--- src/pmw_pkg.sv ---
package pmw_pkg;

	// ==========================================================
	// Register map and fields
	// ==========================================================
	localparam logic [7:0]  PMW_OFS_PWR      = 8'h84;
	localparam logic [7:0]  PMW_OFS_PROBE    = 8'h64;
	localparam logic [31:0] PMW_PROBE_VALUE  = 32'h1357_9BDF; // Arbitrary pattern
	localparam int          PMW_BIT_STATE    = 12;
	localparam int          PMW_BIT_XRST     = 10;
	localparam int          PMW_BIT_WFE      = 9;
	localparam int          PMW_BIT_EDE      = 8;
	localparam int          PMW_BIT_DRIVE    = 6;
	localparam int          PMW_BIT_CAUSE    = 4;
	localparam int          PMW_BIT_PULSE    = 3;
	localparam int          PMW_BIT_POL      = 2;
	localparam int          PMW_BIT_OUT_EN   = 1;
	localparam int          PMW_BIT_ALIVE    = 0;
	localparam logic [1:0]  PMW_ST_FULL      = 2'h0;
	localparam logic [1:0]  PMW_ST_WAKE_DET  = 2'h1;
	localparam logic [1:0]  PMW_ST_ENERGY    = 2'h2;

	// ==========================================================
	// Timing
	// ==========================================================
	localparam int PMW_CLK_MHZ     = 200;
	localparam int PMW_XRST_US     = 100;
	localparam int PMW_PULSE_MS    = 50;
	localparam int PMW_SETTLE_US   = 10;
	localparam int PMW_XRST_CYC    = PMW_XRST_US * PMW_CLK_MHZ;
	localparam int PMW_PULSE_CYC   = PMW_PULSE_MS * 1000 * PMW_CLK_MHZ;
	localparam int PMW_SETTLE_CYC  = PMW_SETTLE_US * PMW_CLK_MHZ;
	localparam int PMW_TMR_W       = 24;

	// ==========================================================
	// Carriers and state
	// ==========================================================
	typedef struct packed {
		logic        cyc;
		logic        stb;
		logic        we;
		logic [7:0]  adr;
		logic [3:0]  sel;
		logic [31:0] dat;
	} pmw_wb_req_t;

	typedef struct packed {
		logic        ack;
		logic [31:0] dat;
	} pmw_wb_rsp_t;

	typedef struct packed {
		logic out;
		logic oe;
	} pmw_pin_t;

	typedef struct packed {
		logic                 busy;
		logic [PMW_TMR_W-1:0] cnt;
	} pmw_tmr_state_t;

	typedef struct packed {
		logic [1:0]  pwr_state;
		logic        xrst;
		logic        wfe;
		logic        ede;
		logic        drive_type;
		logic [1:0]  cause;
		logic        pulse_sel;
		logic        pol;
		logic        out_en;
		logic        alive;
		logic        waking;
		logic        read_seen;
		logic        wake_int;
		logic        int_d;
		logic        pin_act;
		pmw_pin_t    pin;
		logic        ack;
		logic [31:0] rdat;
	} pmw_state_t;

	localparam pmw_tmr_state_t PMW_TMR_RST = '{default: '0};
	localparam pmw_state_t     PMW_ST_RST  = '{waking: 1'b1, default: '0};

endpackage : pmw_pkg

--- src/pmw_ctrl.sv ---
`timescale 1ns/10ps
module pmw_ctrl #(
	parameter int unsigned XRST_CYC   = pmw_pkg::PMW_XRST_CYC,
	parameter int unsigned PULSE_CYC  = pmw_pkg::PMW_PULSE_CYC,
	parameter int unsigned SETTLE_CYC = pmw_pkg::PMW_SETTLE_CYC
) (
	input  wire logic                clk_i,
	input  wire logic                rst_i,
	input  wire pmw_pkg::pmw_wb_req_t wb_req_i,
	output pmw_pkg::pmw_wb_rsp_t     wb_rsp_o,
	input  wire logic                wake_frame_event_i,
	input  wire logic                energy_event_i,
	output pmw_pkg::pmw_pin_t        wake_event_output_o,
	output logic                     wake_interrupt_o,
	output logic                     transceiver_reset_o,
	output logic [1:0]               power_state_o,
	output logic                     device_alive_o
);
	import pmw_pkg::*;

	pmw_state_t st_reg;
	pmw_state_t st_next;

	logic        req_now;
	logic        rd_now;
	logic        wr_now;
	logic        hit_pwr;
	logic        hit_probe;
	logic        wr_ok;
	logic        reduced;
	logic        xrst_load;
	logic        xrst_done;
	logic        pulse_load;
	logic        pulse_abort;
	logic        pulse_busy;
	logic        settle_load;
	logic        settle_done;
	logic        wake_act;
	logic [31:0] pwr_word;

	// ==========================================================
	// Timers: transceiver reset, wake pulse, settle after wake
	// ==========================================================
	pmw_timer u_xrst_tmr (
		.clk_i   (clk_i),
		.rst_i   (rst_i),
		.load_i  (xrst_load),
		.abort_i (1'b0),
		.count_i (PMW_TMR_W'(XRST_CYC)),
		.busy_o  (),
		.done_o  (xrst_done)
	);

	pmw_timer u_pulse_tmr (
		.clk_i   (clk_i),
		.rst_i   (rst_i),
		.load_i  (pulse_load),
		.abort_i (pulse_abort),
		.count_i (PMW_TMR_W'(PULSE_CYC)),
		.busy_o  (pulse_busy),
		.done_o  ()
	);

	pmw_timer u_settle_tmr (
		.clk_i   (clk_i),
		.rst_i   (rst_i),
		.load_i  (settle_load),
		.abort_i (1'b0),
		.count_i (PMW_TMR_W'(SETTLE_CYC)),
		.busy_o  (),
		.done_o  (settle_done)
	);

	// ==========================================================
	// Read view of the power control register
	// ==========================================================
	always_comb begin
		pwr_word                              = '0;
		pwr_word[PMW_BIT_STATE +: 2]          = st_reg.pwr_state;
		pwr_word[PMW_BIT_XRST]                = st_reg.xrst;
		pwr_word[PMW_BIT_WFE]                 = st_reg.wfe;
		pwr_word[PMW_BIT_EDE]                 = st_reg.ede;
		pwr_word[PMW_BIT_DRIVE]               = st_reg.drive_type;
		pwr_word[PMW_BIT_CAUSE +: 2]          = st_reg.cause;
		pwr_word[PMW_BIT_PULSE]               = st_reg.pulse_sel;
		pwr_word[PMW_BIT_POL]                 = st_reg.pol;
		pwr_word[PMW_BIT_OUT_EN]              = st_reg.out_en;
		pwr_word[PMW_BIT_ALIVE]               = st_reg.alive;
	end

	// ==========================================================
	// Bus decode
	// ==========================================================
	// Every access is answered one cycle after it is seen, mapped or not
	assign req_now   = wb_req_i.cyc && wb_req_i.stb && !st_reg.ack;
	assign rd_now    = req_now && !wb_req_i.we;
	assign wr_now    = req_now && wb_req_i.we;
	assign hit_pwr   = wb_req_i.adr[7:2] == PMW_OFS_PWR[7:2];
	assign hit_probe = wb_req_i.adr[7:2] == PMW_OFS_PROBE[7:2];
	assign reduced   = st_reg.pwr_state != PMW_ST_FULL;
	// Control register writes need a prior read and a settled device
	assign wr_ok     = st_reg.read_seen && st_reg.alive;

	// Timer starts
	assign xrst_load   = wr_now && hit_pwr && wr_ok && wb_req_i.sel[1]
		&& wb_req_i.dat[PMW_BIT_XRST] && !st_reg.xrst;
	assign settle_load = st_reg.waking;
	assign pulse_load  = st_reg.wake_int && !st_reg.int_d && st_reg.pulse_sel;
	// Pulse ends early once the cause or enable goes away
	assign pulse_abort = !st_reg.wake_int || !st_reg.pulse_sel;

	// Pin activity: enable gates the pin only, never the interrupt
	assign wake_act = st_reg.out_en && st_reg.wake_int
		&& (!st_reg.pulse_sel || pulse_busy);

	// ==========================================================
	// Next state
	// ==========================================================
	always_comb begin
		st_next = st_reg;
		st_next.ack = req_now;

		// Reads are served in every power state
		if (rd_now) begin
			st_next.read_seen = 1'b1;
			if (hit_pwr) begin
				st_next.rdat = pwr_word;
			end else if (hit_probe) begin
				st_next.rdat = PMW_PROBE_VALUE;
			end else begin
				st_next.rdat = '0;
			end
		end

		// Any probe write wakes; state returns to full power at once
		if (wr_now && hit_probe && reduced) begin
			st_next.pwr_state = PMW_ST_FULL;
			st_next.waking    = 1'b1;
			st_next.read_seen = 1'b0;
		end

		// Settle timer started; alive rises when it runs out
		if (st_reg.waking) begin
			st_next.waking = 1'b0;
		end
		if (settle_done) begin
			st_next.alive = 1'b1;
		end

		// Host writes to the control register
		if (wr_now && hit_pwr && wr_ok) begin
			if (wb_req_i.sel[1]) begin
				if (xrst_load) begin
					st_next.xrst = 1'b1;
				end
				st_next.wfe = wb_req_i.dat[PMW_BIT_WFE];
				st_next.ede = wb_req_i.dat[PMW_BIT_EDE];
				// Reserved code 11 is dropped instead of trusted
				if (wb_req_i.dat[PMW_BIT_STATE +: 2] == PMW_ST_WAKE_DET
					|| wb_req_i.dat[PMW_BIT_STATE +: 2] == PMW_ST_ENERGY) begin
					st_next.pwr_state = wb_req_i.dat[PMW_BIT_STATE +: 2];
					st_next.alive     = 1'b0;
					st_next.read_seen = 1'b0;
				end
			end
			if (wb_req_i.sel[0]) begin
				st_next.drive_type = wb_req_i.dat[PMW_BIT_DRIVE];
				st_next.pulse_sel  = wb_req_i.dat[PMW_BIT_PULSE];
				st_next.pol        = wb_req_i.dat[PMW_BIT_POL];
				st_next.out_en     = wb_req_i.dat[PMW_BIT_OUT_EN];
				// Write one clears; alive implies full power here
				st_next.cause = st_reg.cause & ~wb_req_i.dat[PMW_BIT_CAUSE +: 2];
			end
		end

		// Event capture after the clear so a live source wins
		if (energy_event_i && st_reg.ede) begin
			st_next.cause[0] = 1'b1;
		end
		if (wake_frame_event_i && st_reg.wfe) begin
			st_next.cause[1] = 1'b1;
		end

		// Transceiver released at end of hold
		if (xrst_done) begin
			st_next.xrst = 1'b0;
		end

		// Interrupt follows the latched cause and its enable
		st_next.wake_int = (st_next.cause[1] && st_next.wfe)
			|| (st_next.cause[0] && st_next.ede);
		st_next.int_d    = st_reg.wake_int;
		st_next.pin_act  = wake_act;

		// Pin drive: open-drain ignores polarity
		if (st_reg.drive_type) begin
			st_next.pin.oe  = 1'b1;
			st_next.pin.out = wake_act ? st_reg.pol : !st_reg.pol;
		end else begin
			st_next.pin.oe  = wake_act;
			st_next.pin.out = 1'b0;
		end
	end

	// State register
	always_ff @(posedge clk_i) begin
		if (rst_i) begin
			st_reg <= PMW_ST_RST;
		end else begin
			st_reg <= st_next;
		end
	end

	// ==========================================================
	// Outputs
	// ==========================================================
	assign wb_rsp_o.ack        = st_reg.ack;
	assign wb_rsp_o.dat        = st_reg.rdat;
	assign wake_event_output_o = st_reg.pin;
	assign wake_interrupt_o    = st_reg.wake_int;
	assign transceiver_reset_o = st_reg.xrst;
	assign power_state_o       = st_reg.pwr_state;
	assign device_alive_o      = st_reg.alive;

	// ==========================================================
	// Checks
	// ==========================================================
	// Helper: cycles the transceiver reset has been held
	logic [31:0] xrst_held;
	always_ff @(posedge clk_i) begin
		if (rst_i || !st_reg.xrst) begin
			xrst_held <= '0;
		end else begin
			xrst_held <= xrst_held + 32'h1;
		end
	end

	chk_xrst_min_hold: assert property (@(posedge clk_i) disable iff (rst_i)
		$fell(st_reg.xrst) |-> $past(xrst_held) >= XRST_CYC - 1)
		else $error("transceiver reset released too early");

	chk_xrst_write_ignored: assert property (@(posedge clk_i) disable iff (rst_i)
		st_reg.xrst && !xrst_done |=> st_reg.xrst)
		else $error("transceiver reset dropped before hold ended");

	chk_frame_raises_int: assert property (@(posedge clk_i) disable iff (rst_i)
		wake_frame_event_i && st_reg.wfe |=> wake_interrupt_o && st_reg.cause[1])
		else $error("frame event did not raise interrupt");

	chk_energy_raises_int: assert property (@(posedge clk_i) disable iff (rst_i)
		energy_event_i && st_reg.ede |=> wake_interrupt_o && st_reg.cause[0])
		else $error("energy event did not raise interrupt");

	chk_open_drain_low: assert property (@(posedge clk_i) disable iff (rst_i)
		!st_reg.drive_type |=> !wake_event_output_o.out)
		else $error("open-drain pin driven high");

	chk_cause_clear_gate: assert property (@(posedge clk_i) disable iff (rst_i)
		!st_reg.alive && st_reg.cause[1] |=> st_reg.cause[1])
		else $error("cause cleared while not alive");

	chk_pin_off_no_cause: assert property (@(posedge clk_i) disable iff (rst_i)
		st_reg.cause == 2'h0 |=> !st_reg.pin_act)
		else $error("wake pin active without a cause");

	chk_pin_enable_gate: assert property (@(posedge clk_i) disable iff (rst_i)
		!st_reg.out_en && st_reg.drive_type |=> wake_event_output_o.out == !$past(st_reg.pol))
		else $error("disabled wake pin shows active level");

	chk_wake_to_full: assert property (@(posedge clk_i) disable iff (rst_i)
		wr_now && hit_probe && reduced |=> power_state_o == PMW_ST_FULL ##1 !device_alive_o)
		else $error("probe write did not return to full power");

	chk_reserved_zero: assert property (@(posedge clk_i) disable iff (rst_i)
		rd_now && hit_pwr |=> wb_rsp_o.ack && wb_rsp_o.dat[31:14] == '0
			&& !wb_rsp_o.dat[11] && !wb_rsp_o.dat[7])
		else $error("reserved bits read nonzero");

	chk_ack_single: assert property (@(posedge clk_i) disable iff (rst_i)
		wb_rsp_o.ack |=> !wb_rsp_o.ack)
		else $error("ack held for more than one cycle");

	// Bus answers, write gating, legal state and reset self-clear
	chk_read_answered: assert property (@(posedge clk_i) disable iff (rst_i)
		rd_now |=> wb_rsp_o.ack)
		else $error("read not answered in the next cycle");

	chk_write_needs_read: assert property (@(posedge clk_i) disable iff (rst_i)
		wr_now && hit_pwr && !st_reg.read_seen |=> st_reg.out_en == $past(st_reg.out_en)
			&& st_reg.wfe == $past(st_reg.wfe))
		else $error("write took effect before a read");

	chk_state_legal: assert property (@(posedge clk_i) disable iff (rst_i)
		power_state_o != 2'h3)
		else $error("reserved power state entered");

	chk_xrst_self_clear: assert property (@(posedge clk_i) disable iff (rst_i)
		xrst_done |=> !transceiver_reset_o)
		else $error("transceiver reset did not self-clear");

	// Pin drive, pulse length and ungated interrupt
	chk_od_active: assert property (@(posedge clk_i) disable iff (rst_i)
		!st_reg.drive_type && wake_act |=> wake_event_output_o.oe && !wake_event_output_o.out)
		else $error("open-drain pin not pulling low when active");

	// Helper: consecutive cycles the wake pin has been pulsed active
	logic [31:0] pulse_held;
	always_ff @(posedge clk_i) begin
		if (rst_i || !wake_act || !st_reg.pulse_sel) begin
			pulse_held <= '0;
		end else begin
			pulse_held <= pulse_held + 32'h1;
		end
	end

	chk_pulse_max: assert property (@(posedge clk_i) disable iff (rst_i)
		wake_act && st_reg.pulse_sel |-> pulse_held < PULSE_CYC)
		else $error("wake pulse longer than its length");

	chk_pulse_min: assert property (@(posedge clk_i) disable iff (rst_i)
		(wake_act && st_reg.pulse_sel && pulse_held < PULSE_CYC - 1)
			##1 (st_reg.wake_int && st_reg.pulse_sel && st_reg.out_en) |-> wake_act)
		else $error("wake pulse ended early");

	chk_enable_drop_pin: assert property (@(posedge clk_i) disable iff (rst_i)
		!st_reg.wfe && !st_reg.ede |=> !st_reg.pin_act)
		else $error("wake pin active with both enables clear");

	chk_pp_polarity: assert property (@(posedge clk_i) disable iff (rst_i)
		st_reg.drive_type && wake_act |=> wake_event_output_o.oe
			&& wake_event_output_o.out == $past(st_reg.pol))
		else $error("push-pull pin shows wrong active level");

	chk_int_no_gate: assert property (@(posedge clk_i) disable iff (rst_i)
		(st_reg.cause[1] && st_reg.wfe) || (st_reg.cause[0] && st_reg.ede)
			|-> wake_interrupt_o)
		else $error("interrupt missing for an enabled cause");

	// Alive only once settled in full power
	chk_reduced_not_alive: assert property (@(posedge clk_i) disable iff (rst_i)
		power_state_o != PMW_ST_FULL |-> !device_alive_o)
		else $error("alive flag set in a reduced state");

	chk_alive_after_settle: assert property (@(posedge clk_i) disable iff (rst_i)
		settle_done |=> device_alive_o)
		else $error("alive flag not set after settling");

endmodule : pmw_ctrl

--- src/pmw_timer.sv ---
`timescale 1ns/10ps
module pmw_timer (
	input  wire logic                         clk_i,
	input  wire logic                         rst_i,
	input  wire logic                         load_i,
	input  wire logic                         abort_i,
	input  wire logic [pmw_pkg::PMW_TMR_W-1:0] count_i,
	output logic                              busy_o,
	output logic                              done_o
);
	import pmw_pkg::*;

	pmw_tmr_state_t st_reg;
	pmw_tmr_state_t st_next;

	// ==========================================================
	// Down counter, busy for exactly count_i cycles
	// ==========================================================
	always_comb begin
		st_next = st_reg;
		if (load_i) begin
			st_next.busy = 1'b1;
			st_next.cnt  = count_i - PMW_TMR_W'(1);
		end else if (abort_i || (st_reg.busy && st_reg.cnt == '0)) begin
			st_next.busy = 1'b0;
		end else if (st_reg.busy) begin
			st_next.cnt = st_reg.cnt - PMW_TMR_W'(1);
		end
	end

	// State register
	always_ff @(posedge clk_i) begin
		if (rst_i) begin
			st_reg <= PMW_TMR_RST;
		end else begin
			st_reg <= st_next;
		end
	end

	// Done on the last busy cycle, masked by a restart or abort
	assign busy_o = st_reg.busy;
	assign done_o = st_reg.busy && st_reg.cnt == '0 && !load_i && !abort_i;

endmodule : pmw_timer
--- config.mk ---
export PLATFORM = sky130hd
export DESIGN_NAME = pmw_ctrl
export DESIGN_NICKNAME = d
export VERILOG_FILES = /design/src/pmw_pkg.sv /design/src/pmw_ctrl.sv /design/src/pmw_timer.sv
export SDC_FILE = /design/constraint.sdc
export NUM_CORES = 1
export LEC_CHECK = 0
export ABC_AREA = 1
export BUFFER_PORTS_ARGS = -buffer_cell sky130_fd_sc_hd__buf_2
export CAP_MARGIN = 0
export CELL_PAD_IN_SITES_DETAIL_PLACEMENT = 0
export CELL_PAD_IN_SITES_GLOBAL_PLACEMENT = 1
export CORE_MARGIN = 4
export CORE_UTILIZATION = 41
export CTS_CLUSTER_SIZE = 30
export DETAILED_ROUTE_END_ITERATION = 7
export PLACE_DENSITY_LB_ADDON = 0.1
export SLEW_MARGIN = 20
export SYNTH_ARGS = -nofsm -noshare
export SYNTH_HDL_FRONTEND = slang
export SYNTH_SLANG_ARGS = --single-unit
export TNS_END_PERCENT = 50
--- constraint.sdc ---
create_clock -name clk_i -period 1.95 [get_ports clk_i]
set_input_delay 0.0975 -clock clk_i [delete_from_list [all_inputs] [get_ports clk_i]]
set_output_delay 0.0975 -clock clk_i [all_outputs]
set_load 0.005 [all_outputs]
Word-level counts from Yosys, hierarchy flattened --
Index checks and enable logic that the tools add are counted.
Storage, ports and cells: register bits after elaboration 126, latch bits 0, bits in writable memories 0, ROM bits 0, input bits 51, output and inout port bits 40, logic and storage cells 139, memories 0
Cells by class: add/sub/neg operators 3, $mul 0, div/mod/pow operators 0, magnitude comparators 0, equal/unequal tests 7, shift operators 0, muxes and demuxes 33, bitwise gates (word level) 6, reduce and logical (&&, ||, !) cells 63
Operators by type and width (count):
- $mux 24 | 6
- $mux 25 | 3
- $logic_not 24->1 | 3
- $sub 24x1->24 const B | 3
- $mux 29 | 2
- $logic_and 1x1->1 | 25
- $mux 1 | 16
- $reduce_bool 2->1 | 8
- $reduce_and 2->1 | 7
- $mux 12 | 1
- $reduce_or 2->1 | 5
- $logic_not 1->1 | 9
- $eq 6x5->1 const B | 1
- $eq 6x6->1 const B | 1
- $mux 2 | 3
- $mux 6 | 1
- $logic_or 1x1->1 | 5
- $mux 5 | 1
- $ne 2x2->1 const B | 2
- $not 1->1 | 4
- $reduce_and 3->1 | 1
- $and 2x2->2 | 1
- $eq 2x1->1 const B | 1
- $eq 2x2->1 const B | 1
- other kinds (2) | 2

Logic depth before layout (Yosys ltp) --
depth in word-level cells 14, depth in mapped cells 13, mapped depth without buffers 12

By module --
A second synthesis with hierarchy kept.
Unflattened totals: cells, all modules 1498, area total of the unflattened synthesis 8578.2 um^2
Modules (own cells, without submodules):
- pmw_timer | times used 3, cells an instance 426, area each 2302.2 um^2, seq. area each 500.5 um^2
- pmw_ctrl | times used 1, cells an instance 220, area each 1671.6 um^2, seq. area each 640.6 um^2

Worst setup path before layout --
Ideal clock, no wire load.
path type register -> register, start point reg u_pulse_tmr.st_reg[0] (netlist bit), end point reg u_pulse_tmr.st_reg[2] (netlist bit), library setup time 0.110 ns, arrival time 1.363 ns, required time 1.840 ns, slack 0.477 ns, cell stages (with the launch flop) 12, path buffers 1, period minus slack after synthesis 1.473 ns, cell sequence dfxtp_1 > inv_1 > ha_1 > nand2_1 > nor2_1 > nand3_2 > nand2_2 > buf_4 > o21ai_0 > nand3_1 > nand2_1 > inv_1
On the way: cells in the longest elaborated chain, start to end 5, elaborated cells on any way between the ends 9, classes of those cells add/sub (1); eq/ne (1); mux (3); reduce/logical (4)
RTL lines:
- from (decl) | line pmw_timer.sv:13 | pmw_tmr_state_t st_reg;
- from (signal assigned) | line pmw_timer.sv:36 | st_reg <= st_next;
- branches (longest 5 deep; another with $sub 24x1->24)
Parallel ways; which one is timed is not known. The select of a mux whose other input is x is not followed. A chain may end at the register's enable or synchronous reset.

Worst setup path after layout --
start point reg u_settle_tmr.st_reg[0] (netlist bit), end point reg u_settle_tmr.st_reg[9] (netlist bit)
On the way: cells in the longest elaborated chain, start to end 4, elaborated cells on any way between the ends 8, classes of those cells add/sub (1); eq/ne (1); mux (3); reduce/logical (3)
RTL lines (line):
- from (decl) | pmw_timer.sv:13
- from (signal assigned) | pmw_timer.sv:36
- $sub 24x1->24 / $logic_not 24->1 (equally long branches) | pmw_timer.sv:27, pmw_timer.sv:24
- $mux 24 / $logic_and 1x1->1 (equally long branches) | pmw_timer.sv:26, pmw_timer.sv:24
- $mux 24 / $ne 2x2->1 (equally long branches)
- $mux 25 / $reduce_and 2->1 (equally long branches)
Parallel ways exist; a longest one is shown, timed or not. The select of a mux whose other input is x is not followed.

==> run summary <==
Area growth from synthesis to layout -> 11.4%
CP max stage cell -> dfxtp_1
NumNets Final -> 1078
Classification of the worst-slack hold path -> in -> reg
Setup bufs post-CTS -> 0
Endpoint arrival time on the critical path -> 1.99 ns
Drt wl/cell -> 13.0 µm
Number of synthesized flops with an enable pin -> 0
Vias in the first global route -> 5362
Clk slew on worst S/H paths -> 0.08 ns
Maximum number of pins on one net before global-route repair -> 33
RSZ-0062 raised after global routing -> false
Worst R2R Start -> u_settle_tmr.st_reg[0]
Critical register-to-register path endpoint -> u_settle_tmr.st_reg[9]
Category of the worst setup path capture point -> register
Crit start category -> register
Area leader, netlist -> dfxtp_1
Count of mapped cells out of synthesis -> 975
Layout Cells excl Fill -> 1214
Switching Fraction -> 25.4%
Max Clock Freq -> 0.576 GHz
Die height -> 132 µm
Final TNS setup -> 0 ns
Top-area cell type share of the netlist area -> 33.8%
Overall track demand over capacity in global routing -> 18.2%
Final ANT Viol Nets -> 0
Required time of the critical path -> 2.21 ns
Critical Path Sink -> u_settle_tmr.st_reg[9]
Share of power burned in the clock network -> 44.4%
Insertion delay to the later sink of the worst-skew pair -> 0.36 ns
Portion of the post-synthesis area used by sequential elements -> 33.8%
Critical path type -> reg -> reg
Number of vias after detailed routing -> 5701
Hold violation count in the final report -> 0
Wire length of the first global-routing pass -> 26.4 mm
Area of the die -> 0.0175 mm²
Dominant register cell in the synthesized netlist -> dfxtp_1
Number of different library cells in the post-synthesis netlist -> 40
Area of the placeable core -> 0.0151 mm²
First-pass iteration count of the detailed router -> 4
Power density of the placed cells -> 668 mW/mm²
Initial core utilization -> 41.8%
Top cells by area, synth -> dfxtp_1 34%, nand2_1 15%, nor2_1 8.8%
Cell-internal power -> 3.51 mW
CP startpoint -> u_settle_tmr.st_reg[0]
Cells after DPL -> 1193
Worst Reg-to-Reg Cells -> 11
Worst supply voltage drop on vdd -> 0.000484 V
Longest Clk Path Bufs -> 2
Crit. path cell count -> 11
Netlist area before placement -> 0.00633 mm²
Filler cell count -> 1603
Average instance area after synthesis -> 6.49 µm²
Crit path max-delay family -> simple AND/OR/NAND/NOR gates
H-tree levels -> 3
DRT Wirelength -> 15.7 mm
Sequential group share of total power -> 47.7%
Number of I/O pins -> 91
Tightest slew margin relative to the limit -> 62.6%
Final setup violation count -> 0
Count of clock tree sinks -> 107
Crit path largest cell delay -> 0.36 ns
TritonCTS clock tree -> built
Final slew viol count -> 0
Slew at the pin closest to its max-slew limit -> 0.559 ns
Combinational Power Share -> 7.9%
Standard-cell rows -> 45
Fraction of registers with async set or reset after synthesis -> 0%
Share of cells above drive strength 1 -> 13.6%
Minimum clock period after layout -> 1.74 ns
Worst-path fanout max -> 8
Leakage power figure -> 3.49 nW
Drt first-iter violations -> 316
Count of warnings emitted by yosys -> 0
Placement-stage worst setup slack -> 0.196 ns
Initial antenna violation count -> 0
Worst setup skew after layout -> 0.00710 ns
Net Switching -> 1.20 mW
Worst Slack Setup Final -> 0.213 ns
Crit path cell chain -> inv_1, ha_1, nand3_1, nor2_1, nand3_1, nand2_1, buf_4, nand2_1, nor2_1, o21ai_0, inv_1
Status -> complete, no violations
Synthesis-stage register bit count -> 107
Tightest hold margin -> 0.0220 ns
Diodes inserted -> 0
CTS buffer count -> 9
Remaining routing DRC violations -> 0
Die X -> 132 µm
Vias per inst -> 4.70
Worst path buffer plus inverter count -> 3
Clk Tree Root Cell -> clkbuf_16
Worst R2R Setup Slack -> 0.21 ns
Post-route fraction of the period consumed by the critical path -> 89.1%
GRT Residual Overflow -> 0
Post-DP HPWL -> 11.9 mm
Gpl congestion -> 0.819
Port bufs -> 56
Max-cap violations -> 0
## through the flow
step	cell area (µm²)	util (%)	power (mW)
after floorplan	6360	-	2.57
after global placement	6660	44.0	2.67
after detailed placement	6660	44.0	2.66
after CTS	7040	46.5	4.78
after global routing	7050	46.6	4.91
final	7050	46.6	4.71
## power by group through the flow
stage | Clock [mW] | Combinational (mW) | Sequential, mW
2_1_floorplan | 0 | 0.281 | 2.29
3_3_place_gp | 0 | 0.369 | 2.30
3_5_place_dp | 0 | 0.366 | 2.30
4_1_cts | 2.16 | 0.375 | 2.25
5_1_grt | 2.23 | 0.426 | 2.25
6_report | 2.09 | 0.373 | 2.25
## area by class of cell
class	count	area (µm²)	share of cell area (%)
multi-input combinational	706	3370	47.8
sequential	107	2140	30.4
timing repair buffer	89	566	8.02
inverter	108	405	5.75
tap	188	235	3.34
clock buffer	9	225	3.19
clock inverter	7	108	1.53
## synth_stat cells, types with 2 or more instances
library cell  instances
nand4_2               2
buf_8                 2
a21oi_2               7
nand3_1              82
a21oi_1              62
nand2_1             260
inv_1               105
buf_1                 5
clkbuf_1              4
nand3_2               2
o21ai_0              34
nor2_4                3
nand3b_1              2
a31oi_1               4
ha_1                  6
nand4_1              17
o21bai_1              2
dfxtp_1             107
xnor2_1              17
buf_6                 5
xor2_1               19
nor2_2               14
nand2_2               4
buf_2                 6
inv_2                 2
nor2_1              148
nor3_1                2
buf_4                40
## cells by family (layout without fill, tap and decap cells)
group	count (synthesis)	count (layout)	share of synthesized area, %
and+or+nand+nor	541	541	36.5
buffers and inverters	170	213	13.5
AOI/OAI and AO/OA	113	113	9.71
DFF	107	107	33.8
xor gates and xnor gates	36	36	4.98
adders and majority gates	6	6	1.19
other	1	9	0.0592
muxes	1	1	0.178
## worst register-to-register path, cell delays in order, from the launching register on
cell and delay, ns:
dfxtp_1 0.36, inv_1 0.09, ha_1 0.22, nand3_1 0.09
nor2_1 0.04, nand3_1 0.12, nand2_1 0.11, buf_4 0.19
nand2_1 0.13, nor2_1 0.06, o21ai_0 0.17, inv_1 0.05
## per-layer routing
metal | part of all wire, % | up-vias | GRT usage (%)
met5 | 0 | - | 0
met4 | 0.64 | 0 | 3.00
met3 | 3.3 | 7 | 4.35
met2 | 45 | 77 | 28.8
met1 | 51 | 2499 | 25.9
li1 | - | 3118 | -
## cells in the final DEF, fill, tap and decap left out, types with 5 or more instances in the layout
| cell | netlist | layout |
|---|---|---|
| buf_4 | 40 | 26 |
| dlygate4sd3_1 | 0 | 5 |
| nand3_1 | 82 | 82 |
| ha_1 | 6 | 6 |
| a21oi_1 | 62 | 62 |
| xnor2_1 | 17 | 17 |
| nor2_2 | 14 | 15 |
| a21oi_2 | 7 | 7 |
| buf_2 | 6 | 56 |
| xor2_1 | 19 | 19 |
| nand2_1 | 260 | 260 |
| nor2_1 | 148 | 147 |
| nand4_1 | 17 | 17 |
| inv_1 | 105 | 104 |
| clkbuf_16 | 0 | 9 |
| dfxtp_1 | 107 | 107 |
| conb_1 | 1 | 9 |
| o21ai_0 | 34 | 34 |
## what timing repair did
| item | in CTS | in global routing |
|---|---|---|
| endpoints found under the hold margin | 7 | 0 |
| hold buffers | 5 | 0 |
| endpoints found under the setup margin | 0 | 4 |
| resized for setup | 0 | 3 |
## how the worst min path moves through the flow
| stage | startpoint | endpoint | slack, ns | cells past startpoint |
|---|---|---|---|---|
| floorplan | wb_req_i[46] | wb_rsp_o[32] | 0.26 | 2 |
| CTS | wb_req_i[45] | wb_rsp_o[32] | 0.003 | 3 |
| global route | wb_req_i[45] | wb_rsp_o[32] | 0.02 | 3 |
| finish | wb_req_i[45] | wb_rsp_o[32] | 0.02 | 3 |
| global placement | rst_i | u_pulse_tmr.st_reg[23] | 0.36 | 2 |
| detailed placement | rst_i | u_pulse_tmr.st_reg[20] | 0.36 | 2 |
Note: power is estimated with default switching activity, not from simulation.
